[src/hw/timer2_pkg.sv]
// package for the sixteen-bit timer with capture, reload and baud modes
// assumes one core clock and an sfr bus with byte-wide strobes
package timer2_pkg;

  // ==========================================================
  // register addresses
  localparam logic [7:0] ADDR_TIMER_TWO_CONTROL = 8'hC8;
  localparam logic [7:0] ADDR_RELOAD_CAPTURE_LO = 8'hCA;
  localparam logic [7:0] ADDR_RELOAD_CAPTURE_HI = 8'hCB;
  localparam logic [7:0] ADDR_COUNTER_LOW       = 8'hCC;
  localparam logic [7:0] ADDR_COUNTER_HIGH      = 8'hCD;

  // ==========================================================
  // control register bit positions
  localparam int BIT_OVERFLOW_FLAG        = 7;
  localparam int BIT_EXTERNAL_EVENT_FLAG  = 6;
  localparam int BIT_RX_BAUD_SOURCE_SEL   = 5;
  localparam int BIT_TX_BAUD_SOURCE_SEL   = 4;
  localparam int BIT_TRIGGER_INPUT_ENABLE = 3;
  localparam int BIT_RUN_CONTROL          = 2;
  localparam int BIT_COUNT_SOURCE_SEL     = 1;
  localparam int BIT_CAPTURE_RELOAD_SEL   = 0;

  // ==========================================================
  // values after reset, counter limits and step, and the unmapped read value
  localparam logic [7:0]  RESET_CONTROL  = 8'h00;
  localparam logic [15:0] RESET_COUNTER  = 16'h0000;
  localparam logic [15:0] RESET_RELOAD   = 16'h0000;
  localparam logic [7:0]  RESET_RDATA    = 8'h00;
  localparam logic [15:0] COUNTER_TOP    = 16'hFFFF;
  localparam logic [15:0] COUNTER_WRAP   = 16'h0000;
  localparam logic [15:0] COUNTER_STEP   = 16'h0001;
  localparam logic [7:0]  UNMAPPED_READ  = 8'h00;

  // ==========================================================
  // operating modes
  typedef enum logic [1:0] {
    MODE_OFF,
    MODE_RELOAD,
    MODE_CAPTURE,
    MODE_BAUD
  } timer_mode_t;

  // ==========================================================
  // sfr request from the core
  typedef struct packed {
    logic [7:0] addr;
    logic       wr;
    logic       rd;
    logic [7:0] wdata;
  } sfr_req_t;

  // pin synchroniser state
  typedef struct packed {
    logic meta;
    logic sync;
    logic prev;
  } pin_sync_t;

endpackage

[src/hw/pin_sync_fall.sv]
// two-flop synchroniser with falling-edge detect for one pin
// assumes the pin is asynchronous to sys_clk_i
`timescale 1ns/100ps
module pin_sync_fall
  import timer2_pkg::*;
(
  // clock and reset
  input  wire logic sys_clk_i,
  input  wire logic nrst_i,
  // pin side
  input  wire logic pin_i,
  // core side
  output logic      level_o,
  output logic      fall_o
);

  // ==========================================================
  // state
  pin_sync_t state;
  pin_sync_t next_state;

  always_comb
  begin
    next_state      = state;
    next_state.meta = pin_i;
    next_state.sync = state.meta;
    next_state.prev = state.sync;
  end

  always_ff @(posedge sys_clk_i or negedge nrst_i)
  begin
    if (!nrst_i)
    begin
      state <= '{meta: 1'b1, sync: 1'b1, prev: 1'b1};
    end
    else
    begin
      state <= next_state;
    end
  end

  // ==========================================================
  // one sample high then one sample low
  assign level_o = state.sync;
  assign fall_o  = state.prev & ~state.sync;

endmodule

[src/hw/timer2_capture_reload_baud.sv]
// sixteen-bit timer/counter with reload, capture and baud modes
// assumes the core reaches registers over the sfr strobes below
// and the serial port takes one-cycle baud ticks on its clock
`timescale 1ns/100ps
module timer2_capture_reload_baud
  import timer2_pkg::*;
(
  // clock and reset
  input  wire logic       sys_clk_i,
  input  wire logic       nrst_i,
  // sfr access from the core
  input  wire sfr_req_t   sfr_req_i,
  output logic     [7:0]  sfr_rdata_o,
  // external pins
  input  wire logic       count_input_pin_i,
  input  wire logic       trigger_input_pin_i,
  // timer 1 overflow from the same clock
  input  wire logic       timer1_ovf_i,
  // serial port baud clocks
  output logic            rx_baud_tick_o,
  output logic            tx_baud_tick_o,
  output logic            overflow_tick_o,
  // interrupt request
  output logic            irq_o
);

  // ==========================================================
  // state of the block
  typedef struct packed {
    logic [7:0]  ctrl;
    logic [15:0] count;
    logic [15:0] reload;
    logic [7:0]  rdata;
    logic        tick;
  } timer_state_t;

  timer_state_t state;
  timer_state_t next_state;

  // ==========================================================
  // mode decode
  function automatic timer_mode_t decode_mode(input logic [7:0] ctrl);
    timer_mode_t m;
    m = MODE_OFF;
    if (!ctrl[BIT_RUN_CONTROL])
    begin
      m = MODE_OFF;
    end
    else if (ctrl[BIT_RX_BAUD_SOURCE_SEL] | ctrl[BIT_TX_BAUD_SOURCE_SEL])
    begin
      m = MODE_BAUD;
    end
    else if (ctrl[BIT_CAPTURE_RELOAD_SEL])
    begin
      m = MODE_CAPTURE;
    end
    else
    begin
      m = MODE_RELOAD;
    end
    return m;
  endfunction

  // ==========================================================
  // sfr helpers
  function automatic logic write_hit(input sfr_req_t   req,
                                     input logic [7:0] addr);
    return req.wr & (req.addr == addr);
  endfunction

  // one byte of a sixteen-bit pair, high or low
  function automatic logic [15:0] with_byte(input logic [15:0] word,
                                            input logic        upper,
                                            input logic [7:0]  value);
    logic [15:0] w;
    w = word;
    if (upper)
    begin
      w[15:8] = value;
    end
    else
    begin
      w[7:0] = value;
    end
    return w;
  endfunction

  // byte seen by a read of one sfr address
  function automatic logic [7:0] read_byte(input logic [7:0]   addr,
                                           input timer_state_t s);
    logic [7:0] b;
    b = UNMAPPED_READ;
    unique case (addr)
      ADDR_TIMER_TWO_CONTROL:
      begin
        b = s.ctrl;
      end
      ADDR_RELOAD_CAPTURE_LO:
      begin
        b = s.reload[7:0];
      end
      ADDR_RELOAD_CAPTURE_HI:
      begin
        b = s.reload[15:8];
      end
      ADDR_COUNTER_LOW:
      begin
        b = s.count[7:0];
      end
      ADDR_COUNTER_HIGH:
      begin
        b = s.count[15:8];
      end
      default:
      begin
        b = UNMAPPED_READ;
      end
    endcase
    return b;
  endfunction

  // ==========================================================
  // pin synchronisers
  logic count_fall;
  logic trig_fall;

  pin_sync_fall u_count_sync (
    .sys_clk_i (sys_clk_i),
    .nrst_i    (nrst_i),
    .pin_i     (count_input_pin_i),
    .level_o   (),
    .fall_o    (count_fall)
  );

  pin_sync_fall u_trig_sync (
    .sys_clk_i (sys_clk_i),
    .nrst_i    (nrst_i),
    .pin_i     (trigger_input_pin_i),
    .level_o   (),
    .fall_o    (trig_fall)
  );

  // ==========================================================
  // event decode
  timer_mode_t mode;
  logic        run;
  logic        advance;
  logic        rollover;
  logic        trig_seen;
  logic        trig_reload;
  logic        trig_capture;
  logic        rx_sel;
  logic        tx_sel;
  logic        baud_sel;
  logic        set_overflow;
  logic        set_external;

  assign mode   = decode_mode(state.ctrl);
  assign run    = state.ctrl[BIT_RUN_CONTROL];
  assign rx_sel = state.ctrl[BIT_RX_BAUD_SOURCE_SEL];
  assign tx_sel = state.ctrl[BIT_TX_BAUD_SOURCE_SEL];

  // core clock or pin events, gated by run
  always_comb
  begin
    advance = 1'b0;
    if (run)
    begin
      if (state.ctrl[BIT_COUNT_SOURCE_SEL])
      begin
        advance = count_fall;
      end
      else
      begin
        advance = 1'b1;
      end
    end
  end

  assign rollover = advance & (state.count == COUNTER_TOP);

  // trigger edge while enabled and running
  assign trig_seen = trig_fall
                   & state.ctrl[BIT_TRIGGER_INPUT_ENABLE]
                   & run;

  // baud mode keeps the flag but drops the load
  assign trig_reload  = trig_seen & (mode == MODE_RELOAD);
  assign trig_capture = trig_seen & (mode == MODE_CAPTURE);

  // baud mode rollovers leave the overflow flag alone
  assign baud_sel     = rx_sel | tx_sel;
  assign set_overflow = rollover & ~baud_sel;
  assign set_external = trig_seen;

  // ==========================================================
  // register writes
  logic wr_ctrl;
  logic wr_rcap_lo;
  logic wr_rcap_hi;
  logic wr_cnt_lo;
  logic wr_cnt_hi;

  assign wr_ctrl    = write_hit(sfr_req_i, ADDR_TIMER_TWO_CONTROL);
  assign wr_rcap_lo = write_hit(sfr_req_i, ADDR_RELOAD_CAPTURE_LO);
  assign wr_rcap_hi = write_hit(sfr_req_i, ADDR_RELOAD_CAPTURE_HI);
  assign wr_cnt_lo  = write_hit(sfr_req_i, ADDR_COUNTER_LOW);
  assign wr_cnt_hi  = write_hit(sfr_req_i, ADDR_COUNTER_HIGH);

  // ==========================================================
  // next state
  always_comb
  begin
    next_state      = state;
    next_state.tick = rollover;

    // control register, flags set by hardware win
    if (wr_ctrl)
    begin
      next_state.ctrl = sfr_req_i.wdata;
    end
    if (set_overflow)
    begin
      next_state.ctrl[BIT_OVERFLOW_FLAG] = 1'b1;
    end
    if (set_external)
    begin
      next_state.ctrl[BIT_EXTERNAL_EVENT_FLAG] = 1'b1;
    end

    // counter: hardware update first, byte writes override
    if (trig_reload)
    begin
      next_state.count = state.reload;
    end
    else if (rollover)
    begin
      unique case (mode)
        MODE_RELOAD:
        begin
          next_state.count = state.reload;
        end
        MODE_BAUD:
        begin
          next_state.count = state.reload;
        end
        MODE_CAPTURE:
        begin
          next_state.count = COUNTER_WRAP;
        end
        MODE_OFF:
        begin
          next_state.count = state.count;
        end
      endcase
    end
    else if (advance)
    begin
      next_state.count = state.count + COUNTER_STEP;
    end
    if (wr_cnt_lo)
    begin
      next_state.count = with_byte(next_state.count, 1'b0, sfr_req_i.wdata);
    end
    if (wr_cnt_hi)
    begin
      next_state.count = with_byte(next_state.count, 1'b1, sfr_req_i.wdata);
    end

    // reload pair: software write, capture wins
    if (wr_rcap_lo)
    begin
      next_state.reload = with_byte(next_state.reload, 1'b0, sfr_req_i.wdata);
    end
    if (wr_rcap_hi)
    begin
      next_state.reload = with_byte(next_state.reload, 1'b1, sfr_req_i.wdata);
    end
    if (trig_capture)
    begin
      next_state.reload[7:0]  = state.count[7:0];
      next_state.reload[15:8] = state.count[15:8];
    end

    // read data, registered on the read strobe
    if (sfr_req_i.rd)
    begin
      next_state.rdata = read_byte(sfr_req_i.addr, state);
    end
  end

  // ==========================================================
  // state register
  always_ff @(posedge sys_clk_i or negedge nrst_i)
  begin
    if (!nrst_i)
    begin
      state.ctrl   <= RESET_CONTROL;
      state.count  <= RESET_COUNTER;
      state.reload <= RESET_RELOAD;
      state.rdata  <= RESET_RDATA;
      state.tick   <= 1'b0;
    end
    else
    begin
      state <= next_state;
    end
  end

  // ==========================================================
  // outputs
  assign sfr_rdata_o     = state.rdata;
  assign overflow_tick_o = state.tick;

  // baud source selection
  assign rx_baud_tick_o = rx_sel ? state.tick : timer1_ovf_i;
  assign tx_baud_tick_o = tx_sel ? state.tick : timer1_ovf_i;

  // either flag requests service
  assign irq_o = state.ctrl[BIT_OVERFLOW_FLAG]
               | state.ctrl[BIT_EXTERNAL_EVENT_FLAG];

endmodule

[config.mk]
export PLATFORM = sky130hd
export DESIGN_NAME = timer2_capture_reload_baud
export DESIGN_NICKNAME = d
export VERILOG_FILES = /design/src/hw/timer2_pkg.sv /design/src/hw/pin_sync_fall.sv /design/src/hw/timer2_capture_reload_baud.sv
export SDC_FILE = /design/constraint.sdc
export NUM_CORES = 1
export LEC_CHECK = 0
export BUFFER_PORTS_ARGS = -buffer_cell sky130_fd_sc_hd__clkbuf_2
export CAP_MARGIN = 5
export CORE_UTILIZATION = 55
export DETAILED_ROUTE_END_ITERATION = 7
export PLACE_DENSITY = 0.86
export SYNTH_ARGS = -nofsm -noshare
export SYNTH_HDL_FRONTEND = slang
export SYNTH_SLANG_ARGS = --single-unit
[constraint.sdc]
create_clock -name sys_clk_i -period 5.35 [get_ports sys_clk_i]
set_input_delay 0.535 -clock sys_clk_i [delete_from_list [all_inputs] [get_ports sys_clk_i]]
set_output_delay 0.535 -clock sys_clk_i [all_outputs]
set_load 0.03 [all_outputs]
After elaboration in Yosys (flattened, before gate mapping)
Cells that the tools add are included.
W data, S select, Z words.
{"block": "word_totals", "register_bits": 55, "latchBits": 0, "mem_bits_rw": 0, "mem_bits_ro": 0, "input_bits": 23, "output_inout_bits": 12, "wordCells": 67, "mem_count": 0}
{"block": "op_classes", "n_addsub": 1, "mul": 0, "n_div": 0, "magnitude_cmp": 0, "n_eq_ne": 9, "shift": 0, "n_mux": 20, "bitwise_logic": 18, "reduce_logical": 5}
{"op": "$mux W16", "count": 6}
{"op": "$pmux W16 S3", "count": 1}
{"op": "$eq A8 B8 Y1 const B", "count": 5}
{"op": "$pmux W8 S5", "count": 1}
{"op": "$mux W8", "count": 3}
{"op": "$add A16 B1 Y16 const B", "count": 1}
{"op": "$eq A16 B16 Y1 const B", "count": 1}
{"op": "$and A1 B1 Y1", "count": 13}
{"op": "$mux W1", "count": 6}
{"op": "$mux W2", "count": 3}
{"op": "$reduce_bool A2 Y1", "count": 3}
{"op": "$eq A2 B2 Y1 const B", "count": 2}
{"op": "$not A1 Y1", "count": 3}
{"op": "$eq A2 B1 Y1 const B", "count": 1}
{"op": "$logic_not A2 Y1", "count": 1}
{"op": "$or A1 B1 Y1", "count": 2}
{"op": "$reduce_or A2 Y1", "count": 1}

Longest topological paths before layout
Gate-level depths: netlist (run 1).
{"block": "logic_depth", "word_depth": 10, "mapped_depth": 8, "depth_no_buf": 6}

By module
Synthesis (run 1) repeated with hierarchy kept, for this count alone.
{"block": "hier_totals", "cells_unflattened": 351, "hier_area_um2": 3335.7}
{"module": "timer2_capture_reload_baud", "instances": 1, "cells_each": 343, "area_each_um2": 3150.5, "seq_area_each_um2": 1226.2}
{"module": "pin_sync_fall", "instances": 2, "cells_each": 4, "area_each_um2": 92.6, "seq_area_each_um2": 78.8}

Worst setup path after synthesis (run 1)
No wires, ideal clock.
{"block": "synth_timing", "path_type": "register to register", "startpoint": "register u_count_sync.state[0] (netlist name)", "endpoint": "register state[40] (netlist name)", "setup_time_ns": 0.124, "t_arrival_ns": 1.964, "t_required_ns": 5.226, "setup_slack_ns": 3.262, "stages_incl_launch_ff": 7, "path_buffers": 1, "synth_period_minus_slack_ns": 2.088, "cell_sequence": "dfstp_2 -> or2b_1 -> a2111oi_2 -> a21oi_2 -> buf_6 -> and3_1 -> a211o_1"}
{"block": "synth_via", "elab_chain_cells": 7, "word_cells_on_any_way": 8, "cone_classes": "mux (6); bitwise (2)"}
{"item": "start: declaration", "line_no": "pin_sync_fall.sv:19", "source": "pin_sync_t state;"}
{"item": "start signal: assignment", "line_no": "pin_sync_fall.sv:34", "source": "state <= '{meta: 1'b1, sync: 1'b1, prev: 1'b1};"}
{"item": "start signal: assignment", "line_no": "pin_sync_fall.sv:38", "source": "state <= next_state;"}
{"item": "$and A1 B1 Y1 *", "line_no": "pin_sync_fall.sv:45", "source": "assign fall_o = state.prev & ~state.sync;"}
{"item": "$mux W1 *", "line_no": "timer2_capture_reload_baud.sv:169", "source": "if (state.ctrl[BIT_COUNT_SOURCE_SEL])"}
{"item": "$mux W1 *", "line_no": "timer2_capture_reload_baud.sv:167", "source": "if (run)"}
{"item": "$mux W16 or $and A1 B1 Y1 (tied branches)", "line_no": "timer2_capture_reload_baud.sv:257, timer2_capture_reload_baud.sv:180"}
{"item": "$mux W16 *", "line_no": "timer2_capture_reload_baud.sv:236", "source": "else if (rollover)"}
{"item": "$mux W16 *", "line_no": "timer2_capture_reload_baud.sv:232", "source": "if (trig_reload)"}
{"item": "$mux W16 *", "line_no": "timer2_capture_reload_baud.sv:265", "source": "if (wr_cnt_hi)"}
{"item": "end signal: assignment", "line_no": "timer2_capture_reload_baud.sv:306", "source": "state <= next_state;"}
{"item": "end: declaration", "line_no": "timer2_capture_reload_baud.sv:37", "source": "timer_state_t state;"}
Mark *: on every way between the ends. The rest lies on a longest branch, timed or not.
A chain may end at the register's enable or synchronous reset.

Worst setup path in the final report (run 1)
{"block": "layout_timing", "startpoint": "register state[25] (netlist name)", "endpoint": "register state[36] (netlist name)"}
{"block": "layout_via", "elab_chain_cells": 5, "word_cells_on_any_way": 7, "cone_classes": "add/sub (1); eq/ne (1); mux (4); bitwise (1)"}
{"item": "$add A16 B1 Y16 or $eq A16 B16 Y1 (tied branches)", "line_no": "timer2_capture_reload_baud.sv:259, timer2_capture_reload_baud.sv:180"}
{"item": "$mux W16 or $and A1 B1 Y1 (tied branches)", "line_no": "timer2_capture_reload_baud.sv:257, timer2_capture_reload_baud.sv:180"}
{"item": "$mux W16 *", "line_no": "timer2_capture_reload_baud.sv:236"}
{"item": "$mux W16 *", "line_no": "timer2_capture_reload_baud.sv:232"}
{"item": "$mux W16 *", "line_no": "timer2_capture_reload_baud.sv:265"}
Marked as above.

==> impl_metrics.ini, run 1 <==
[outcome]
status = finished, final reports clean

[sta]
min_period_ns = 2.52
drv_slew = 0
fin_crit_sh_pct = 47.1
slew_headroom_pct = 36.8
finalHoldViolCount = 0
postLayoutSetupSlackWorst_ns = 2.83
rsz0062_at_grt = false
fin_setup_tns_ns = 0
fin_skew_ns = 0.00578
worstMarginPinSlew_ns = 0.948
max_freq_mhz = 397
setup_violations = 0

[yosys]
synth_xor_area_share_pct = 2.33
synth_area_sq_um = 3380
synth_mux_area_share_pct = 14.5
ys.flop_type = dfrtp_1
syn_inst = 358
synth_top_family_by_area = simple AND/OR/NAND/NOR gates
synthSimpleGateAreaFrac_pct = 18.2
synth.largest_area_cell = dfrtp_1
synth_warnings = 0
seq_area_frac_synth_pct = 40.9
synth_edf_count = 0
avgSynthCellArea_sq_um = 9.45
ys_top_cells_by_area = dfrtp_1, mux2i_1, nand2_1
synth-adder-area-share_pct = 0.370
yosysTopAreaCellShare_pct = 36.3
ys_ff_latch = 55
async_reset_ff_share_pct = 100
synth_compound_area_share_pct = 16.8
syn-num-nets = 382
synth_cell_types = 58

[drt]
vias_per_cell = 6.44
top_layer = met4
ant_nets = 0
totalWireLength_mm = 8.98
dr.pass1.iters = 5
drt_iter0_drc = 307
wl_met3_um = 592
drc = 0
avgRoutedWirePerCell_um = 20.2
wl_met1_mm = 3.78
route.met2.wl_mm = 4.32
vias = 2867

[setup_path]
arrival_ns = 2.72
crit_fanout = 17
rrSetupSlack_ns = 2.83
rr_endpoint = state[36]
reg2reg_depth = 6
cp-start-kind = register
r2r_start = state[25]
required_ns = 5.55
end_kind = register
critPathKind = register to register

[clock_network]
cts_root_buf = clkbuf_8
ctsResizeCount = 0
clk_latency_ns = 0.31
post_cts_buffers = 0
ctsHtreeMaxLevel = 2
cts_tree = built
cts_buffers = 5
cts.sinks = 55
clock_path_buffers = 2
postCtsHoldBufs = 0
cts.clk_slew.worst_paths_ns = 0.10

[finish]
n_antenna_cell = 0
fin_nets = 393
fin_cells = 445
final-seq-area_sq_um = 1380
areaGrowthSynthToFinish_pct = 5.70
nFillCells = 540
multi_input_area_sq_um = 1770
drive_gt1_share_pct = 20.0

[floorplan]
die_height_um = 80.4
die_w_um = 80.4
io_pins = 35
start_util_pct = 57.1
die_area_sq_um = 6470
core_sq_um = 5920
rows = 28

[flow_run]
max_cap_viol_count = 0

[pwr]
ir_worst_vdd_v = 0.000258
cellLeakagePower_nw = 1.53
powerDensity_nw_per_um2 = 307

[global_route]
first_global_vias = 2665
antenna_found_initial = 0
grt_usage_pct = 30.1
grt_max_degree = 56
grt-ovfl-total = 0
grt_pass1_wl_mm = 14.2

[min_path]
min_path_cells = 1
holdPathEnd = u_trig_sync.next_state[1]
hold_start = trigger_input_pin_i
holdCritPathClass = input pin to register

[placed_design]
place_inst = 437
dpl.hpwl_mm = 6.66
place_ws_ns = 2.73
io_buffers = 34
routabilityCongestion = 0.956
[registers in the layout (all words and copies together), names as in the netlist]
| name | cells |
|---|---|
| u_trig_sync.state | 1 |
| u_count_sync.level_o | 1 |
| overflow_tick_o | 1 |
| u_trig_sync.level_o | 1 |
| sfr_rdata_o | 8 |
| u_trig_sync.next_state | 1 |
| run | 1 |
| state | 38 |
| u_count_sync.next_state | 1 |
| u_count_sync.state | 1 |
| rx_sel | 1 |
[per-layer routing]
layer  GRT usage, %  vias to the layer above
met5              0                        -
met4           11.4                        0
met3           4.89                       21
met2           48.7                      130
met1           40.3                     1389
li1               -                     1327
[Yosys cell counts, types with 2 or more instances]
library cell / n
nor2b_1: 2
nand2_1: 51
o22ai_1: 6
clkbuf_1: 10
mux2_2: 14
a31oi_1: 10
and3_1: 8
dfrtp_1: 49
inv_1: 6
nand3_1: 11
nor3_1: 5
a21oi_1: 9
o211ai_1: 2
a22oi_1: 10
or3_1: 2
xor2_1: 3
o31ai_1: 2
xnor2_1: 6
a221o_1: 3
dfstp_2: 6
nor2_1: 17
buf_1: 2
buf_2: 5
o21ai_0: 29
mux2i_1: 30
nand4_1: 6
a211oi_1: 3
buf_4: 8
mux2_1: 3
buf_6: 7
and2_1: 4
o2bb2ai_1: 2
nor4_1: 2
[worst max-delay path, cell delays in order (launching register included)]
cell and delay, ns:
dfrtp_1 0.47, ha_1 0.30, nand2_1 0.13, nor3_1 0.11
a21oi_2 0.77, nor2_1 0.23, a221o_1 0.40
[placed cells by master, fill, tap and decap left out, types with 8 or more instances in the layout]
cell,synthesis,final
nand2_1,51,51
dfrtp_1,49,49
clkbuf_2,0,34
mux2i_1,30,30
o21ai_0,29,29
nor2_1,17,17
mux2_2,14,14
nand3_1,11,11
a22oi_1,10,10
a31oi_1,10,10
a21oi_1,9,9
and3_1,8,8
[final cells by class]
class | count | area share (%)
multi-input combinational | 265 | 49.6
clock buffer | 5 | 1.93
clock inverter | 3 | 1.33
sequential | 55 | 38.7
tap | 75 | 2.63
inverter | 6 | 0.630
timing repair buffer | 36 | 5.18
[per-stage QoR]
stage | util (%) | total power, mW | hold WS, ns | cell area (sq um)
final | 60.4 | 1.10 | 0.294 | 3570
after global routing | 60.4 | 1.16 | 0.281 | 3570
after CTS | 60.4 | 1.10 | 0.292 | 3570
after detailed placement | 58.4 | 0.817 | 0.347 | 3460
after global placement | 58.4 | 0.807 | 0.347 | 3460
after floorplan | - | 0.745 | 0.239 | 3380
[worst max-delay path by stage]
stage	to	from	slack [ns]	depth (start not counted)
detailed placement	state[23]	sfr_req_i[12]	2.73	6
finish	state[36]	state[25]	2.83	6
global placement	state[20]	sfr_req_i[12]	2.82	6
floorplan	state[40]	u_count_sync.state[0]	3.26	6
global route	state[36]	state[25]	2.59	6
CTS	state[36]	state[25]	2.85	6
[cell families (layout without fill, tap and decap cells)]
logic type	after synthesis	in the layout
simple gates	121	121
compound gates	87	87
flops	55	55
mux	47	47
buf+inv	38	50
xor+xnor	9	9
fa+ha+maj	1	1
[report_power, final]
group	leakage [nW]	internal, mW	switching, mW
Sequential	0.600	0.464	0.0910
Clock	0.0587	0.142	0.144
Combinational	0.870	0.116	0.142
Power figures use the tool's default switching activity.
==> run 2, diff against run 1 <==
ABC_AREA = 1   (was not set)
clock period = 2.4 ns   (was 5.35 ns; I/O delays follow)
==> impl_metrics.ini, run 2 <==
[yosys]
synth.largest_area_cell = dfrtp_1
synth_cell_types = 35
seq_area_frac_synth_pct = 39.8
avgSynthCellArea_sq_um = 7.22
synthSimpleGateAreaFrac_pct = 32.2
synth-adder-area-share_pct = 0.360
synth_warnings = 0
ys_top_cells_by_count = nand2_1, inv_1, dfrtp_1
ys_top_cells_by_area = dfrtp_1, nand2_1, inv_1
synth_area_sq_um = 3470
synth_xor_area_share_pct = 2.52
ys.flop_type = dfrtp_1
synth_top_family_by_area = simple AND/OR/NAND/NOR gates
synth_mux_area_share_pct = 0
synth_edf_count = 0
synth_compound_area_share_pct = 13.6
syn-num-nets = 505
syn_inst = 481
yosysMostFrequentCell = nand2_1
async_reset_ff_share_pct = 100
yosysTopAreaCellShare_pct = 35.3
ys_ff_latch = 55

[sta]
max_freq_mhz = 505
worstMarginPinSlew_ns = 0.695
fin_crit_sh_pct = 82.6
finalHoldViolCount = 0
rsz0062_at_grt = false
drv_slew = 0
fin_setup_tns_ns = 0
setup_violations = 0
min_period_ns = 1.98
slew_headroom_pct = 53.7
fin_skew_ns = 0.00873

[placed_design]
routabilityCongestion = 1.07
dpl.hpwl_mm = 7.83
io_buffers = 34
place_inst = 574

[pwr]
powerDensity_nw_per_um2 = 790
internal-power_mw = 1.75
cellLeakagePower_nw = 1.86
ir_worst_vdd_v = 0.000510
p_clk_share_pct = 22.6
seq_power_share_pct = 47.2
p_sw_share_pct = 41.2
power.switching_mw = 1.22
comb_power_share_pct = 30.3

[drt]
wl_met3_mm = 1.32
top_layer = met4
ant_nets = 0
dr.pass1.iters = 6
vias_per_cell = 6.02
avgRoutedWirePerCell_um = 17.9
totalWireLength_mm = 10.4
vias = 3518
wl_met1_mm = 4.06
drc = 0
drt_iter0_drc = 484
route.met2.wl_mm = 4.60

[clock_network]
cts.clk_slew.worst_paths_ns = 0.11
cts_root_buf = clkbuf_8
cts.sinks = 55
clock_path_buffers = 2
clk_latency_ns = 0.32
post_cts_buffers = 0
cts_tree = built
ctsHtreeMaxLevel = 2
ctsResizeCount = 0
cts_buffers = 5

[setup_path]
cp-start-kind = register
r2r_start = state[25]
arrival_ns = 2.25
rr_endpoint = state[34]
critPathKind = register to register
rrSetupSlack_ns = 0.42
reg2reg_depth = 9
cpPeakStageDelay_ns = 0.43
crit_fanout = 21
required_ns = 2.66
end_kind = register
crit_slowest_cell = dfrtp_1
cp_cell_sequence = ha_1, nand3_2, nor2_8, nand3_4, o21bai_4, nand3_1, nand3_1, nand2_1, nand2_1

[finish]
fin_nets = 532
largest_reg_flops = 38
areaGrowthSynthToFinish_pct = 8.43
drive_gt1_share_pct = 15.9
regMostFlops = state
fin_cells = 584
multi_input_area_sq_um = 1690
layout_commonest_cell = nand2_1
final-seq-area_sq_um = 1380
nFillCells = 531
n_antenna_cell = 0
final_cell_mix = nand2_1, inv_1, dfrtp_1, nor2_1, o21ai_0

[outcome]
status = finished, final reports clean

[flow_run]
max_cap_viol_count = 0

[global_route]
grt_pass1_wl_mm = 16.5
first_global_vias = 3315
grt-ovfl-total = 0
antenna_found_initial = 0
grt_usage_pct = 34.1
grt_max_degree = 56

[min_path]
holdCritPathClass = input pin to async pin

[floorplan]
die_w_um = 81.5
core_sq_um = 5990
die_area_sq_um = 6640
die_height_um = 81.5
start_util_pct = 58.0
rows = 28
io_pins = 35
-- run 2: cell types whose count changed in the layout (fill, tap and decap cells not counted), moves of 8 or more --
cell     before  now
nand3_1      11   45
mux2_2       14    0
o21ai_0      29   46
inv_1         6   62
mux2i_1      30    0
o22ai_1       6   15
and3_1        8    0
a22oi_1      10    0
nand2_1      51  120
nor2_1       17   47
-- run 2: worst max-delay path by stage --
stage,from,end,slack [ns],cells after the start
2_1_floorplan,state[25],state[29],0.87,11
3_3_place_gp,state[45],state[22],0.57,8
3_5_place_dp,state[45],state[11],0.46,7
4_1_cts,state[45],state[11],0.45,7
5_1_grt,state[45],state[11],0.20,7
6_report,state[25],state[34],0.42,9
-- run 2: power groups by stage --
stage	Combinational (mW)	Clock (mW)	Sequential [mW]
floorplan	0.648	0	1.29
global placement	0.840	0	1.39
detailed placement	0.873	0	1.40
CTS	0.879	0.675	1.38
global route	1.01	0.708	1.41
finish	0.900	0.671	1.40
-- run 2: logic make-up (layout without fill, tap and decap cells) --
logic type               after synthesis  in the layout
AO/OA/AOI/OAI                         84             84
AND/OR/NAND/NOR                      242            242
buffers and inverters                 89            117
flip-flops                            55             55
XOR/XNOR                              10             10
adder cells (fa/ha/maj)                1              1
-- run 2: per-stage QoR --
stage	util (%)	total power, mW	worst slack, ns	cell area (sq um)	hold WS [ns]
6_report	62.9	2.97	0.418	3770	0.0472
5_1_grt	62.9	3.13	0.202	3770	0.110
4_1_cts	62.9	2.94	0.447	3770	0.0726
3_5_place_dp	60.5	2.27	0.460	3630	0.329
3_3_place_gp	60.5	2.23	0.573	3630	0.330
2_1_floorplan	-	1.94	0.873	3470	-0.0556
-- run 2: worst max-delay path: cells and delay by family, from the launching register on --
family                     cells  cell delay (ns)
and+or+nand+nor                7             0.82
AOI/OAI and AO/OA              1             0.40
DFF                            1             0.43
adders and majority gates      1             0.25
-- run 2: cell type report --
type	count	area share [%]
repair buffers	40	5.85
flip-flops and latches	55	36.7
multi-input cells	337	44.9
inverters	69	6.88
well taps	75	2.49
clock inverters	3	1.33
clock buffers	5	1.83
-- run 2: what timing repair did --
action | in CTS | in global routing
hold buffers | 2 | 0
setup endpoints to repair | 0 | 0
hold endpoints to repair | 2 | 0
-- run 2: metal layers --
| layer | up-vias | GRT usage (%) |
|---|---|---|
| li1 | 1594 | - |
| met1 | 1611 | 44.3 |
| met2 | 256 | 52.5 |
| met3 | 57 | 10.4 |
| met4 | 0 | 13.9 |
| met5 | - | 0 |
==> run 3, diff against run 2 <==
clock period = 2.1 ns   (was 2.4 ns; I/O delays follow)
==> impl_metrics.ini, run 3 (same netlist as run 2, synthesis figures left out) <==
[sta]
slew_headroom_pct = 54.4
max_freq_mhz = 521
fin_skew_ns = 0.0146
finalHoldViolCount = 5
rsz0062_at_grt = false
fin_setup_tns_ns = 0
min_period_ns = 1.92
worstMarginPinSlew_ns = 0.685
fin_crit_sh_pct = 91.4
drv_slew = 0
setup_violations = 0
fin_hold_ws_ns = -0.00743

[pwr]
power.total_mw = 3.26
p_sw_share_pct = 41.3
ir_worst_vdd_v = 0.000553
internal-power_mw = 1.91
seq_power_share_pct = 46.7
powerDensity_nw_per_um2 = 860
power.switching_mw = 1.35
cellLeakagePower_nw = 1.87
p_clk_share_pct = 19.7
comb_power_share_pct = 33.6

[floorplan]
die_height_um = 81.5
die_w_um = 81.5
core_sq_um = 5990
io_pins = 35
die_area_sq_um = 6640
start_util_pct = 58.0
rows = 28

[setup_path]
critPathKind = register to register
critPathBufInv = 0
crit_slowest_cell = dfrtp_1
r2r_start = state[25]
crit_top_cell = nand2_1
required_ns = 2.37
reg2reg_depth = 9
rrSetupSlack_ns = 0.18
cpPeakStageDelay_ns = 0.42
rr_endpoint = state[38]
crit_start = state[25]
crit_fanout = 10
cp-start-kind = register
crit_family = simple AND/OR/NAND/NOR gates
arrival_ns = 2.19
cp_cell_sequence = ha_1, nand3_2, nor2_8, nand3_4, o21bai_2, nand3_1, nand2_1, nand2_1, nand2_1
end_kind = register

[global_route]
grt_util_met3_pct = 6.67
use_met2_pct = 51.3
antenna_found_initial = 0
grt_max_degree = 56
first_global_vias = 3037
grt_usage_pct = 32.3
grt-ovfl-total = 0
gr-usage-met1_pct = 42.9
top_usage_layer = met2
grt_pass1_wl_mm = 15.4

[finish]
drive_gt1_share_pct = 17.1
regMostFlops = state
fin_area_sq_um = 3790
fin_nets = 538
largest_reg_flops = 38
layout_commonest_cell = nand2_1
n_antenna_cell = 0
areaGrowthSynthToFinish_pct = 9.19
final_cell_mix = nand2_1, inv_1, dfrtp_1, nor2_1, o21ai_0

[flow_run]
max_cap_viol_count = 0

[clock_network]
clk_latency_ns = 0.33
cts_buffers = 5
cts.sinks = 55
clock_path_buffers = 2
cts_root_buf = clkbuf_8
cts_tree = built
post_cts_buffers = 0
cts.clk_slew.worst_paths_ns = 0.11
ctsHtreeMaxLevel = 2

[drt]
dr.pass1.iters = 5
ant_nets = 0
vias = 3407
totalWireLength_mm = 10.1
drc = 0
drt_iter0_drc = 432
vias_per_cell = 5.77
avgRoutedWirePerCell_um = 17.1

[min_path]
holdCritPathClass = input pin to async pin

[outcome]
status = finished with violations
violations = hold timing

[placed_design]
routabilityCongestion = 1.02
dpl.hpwl_mm = 7.76
io_buffers = 34
place_area_sq_um = 3660
-- run 3: final cells by class --
type / instances / area, sq um
clock buffers: 5 / 68.8
clock inverters: 3 / 25.0
well taps: 75 / 93.8
inverters: 69 / 259
repair buffers: 45 / 258
flip-flops and latches: 55 / 1380
fillers: 538 / 2200
multi-input cells: 338 / 1700
-- run 3: how the worst max path moves through the flow --
stage                     depth (start not counted)  slack, ns        end
after CTS                                        10       0.11  state[29]
after detailed placement                         10       0.14  state[29]
final                                             9       0.18  state[38]
after floorplan                                  11       0.57  state[29]
after global placement                           10       0.24  state[33]
after global routing                              9       0.09  state[30]
-- run 3: power groups by stage --
stage                     Clock [mW]  Sequential, mW  Combinational [mW]
after floorplan                    0            1.48               0.741
after global placement             0            1.53                1.04
after detailed placement           0            1.53                1.07
after CTS                      0.657            1.51                1.07
after global routing           0.683            1.55                1.21
final                          0.642            1.52                1.09
-- run 3: stage by stage --
| stage | worst slack (ns) | instances | util (%) |
|---|---|---|---|
| 6_report | 0.180 | 590 | 63.3 |
| 4_1_cts | 0.108 | 589 | 63.1 |
| 3_5_place_dp | 0.136 | 579 | 61.2 |
| 5_1_grt | 0.0855 | 590 | 63.3 |
| 2_1_floorplan | 0.573 | 481 | - |
| 3_3_place_gp | 0.243 | 579 | 61.2 |
-- run 3: routing by layer --
layer  wire length [um]  vias up
li1                   -     1610
met1               4280     1575
met2               4560      197
met3                959       25
met4                321        0
met5                  0        -
-- run 3: what timing repair did --
action / in CTS / in global routing
gates resized for setup: 0 / 1
hold buffers: 2 / 0
endpoints found under the setup margin: 0 / 10
endpoints found under the hold margin: 2 / 0
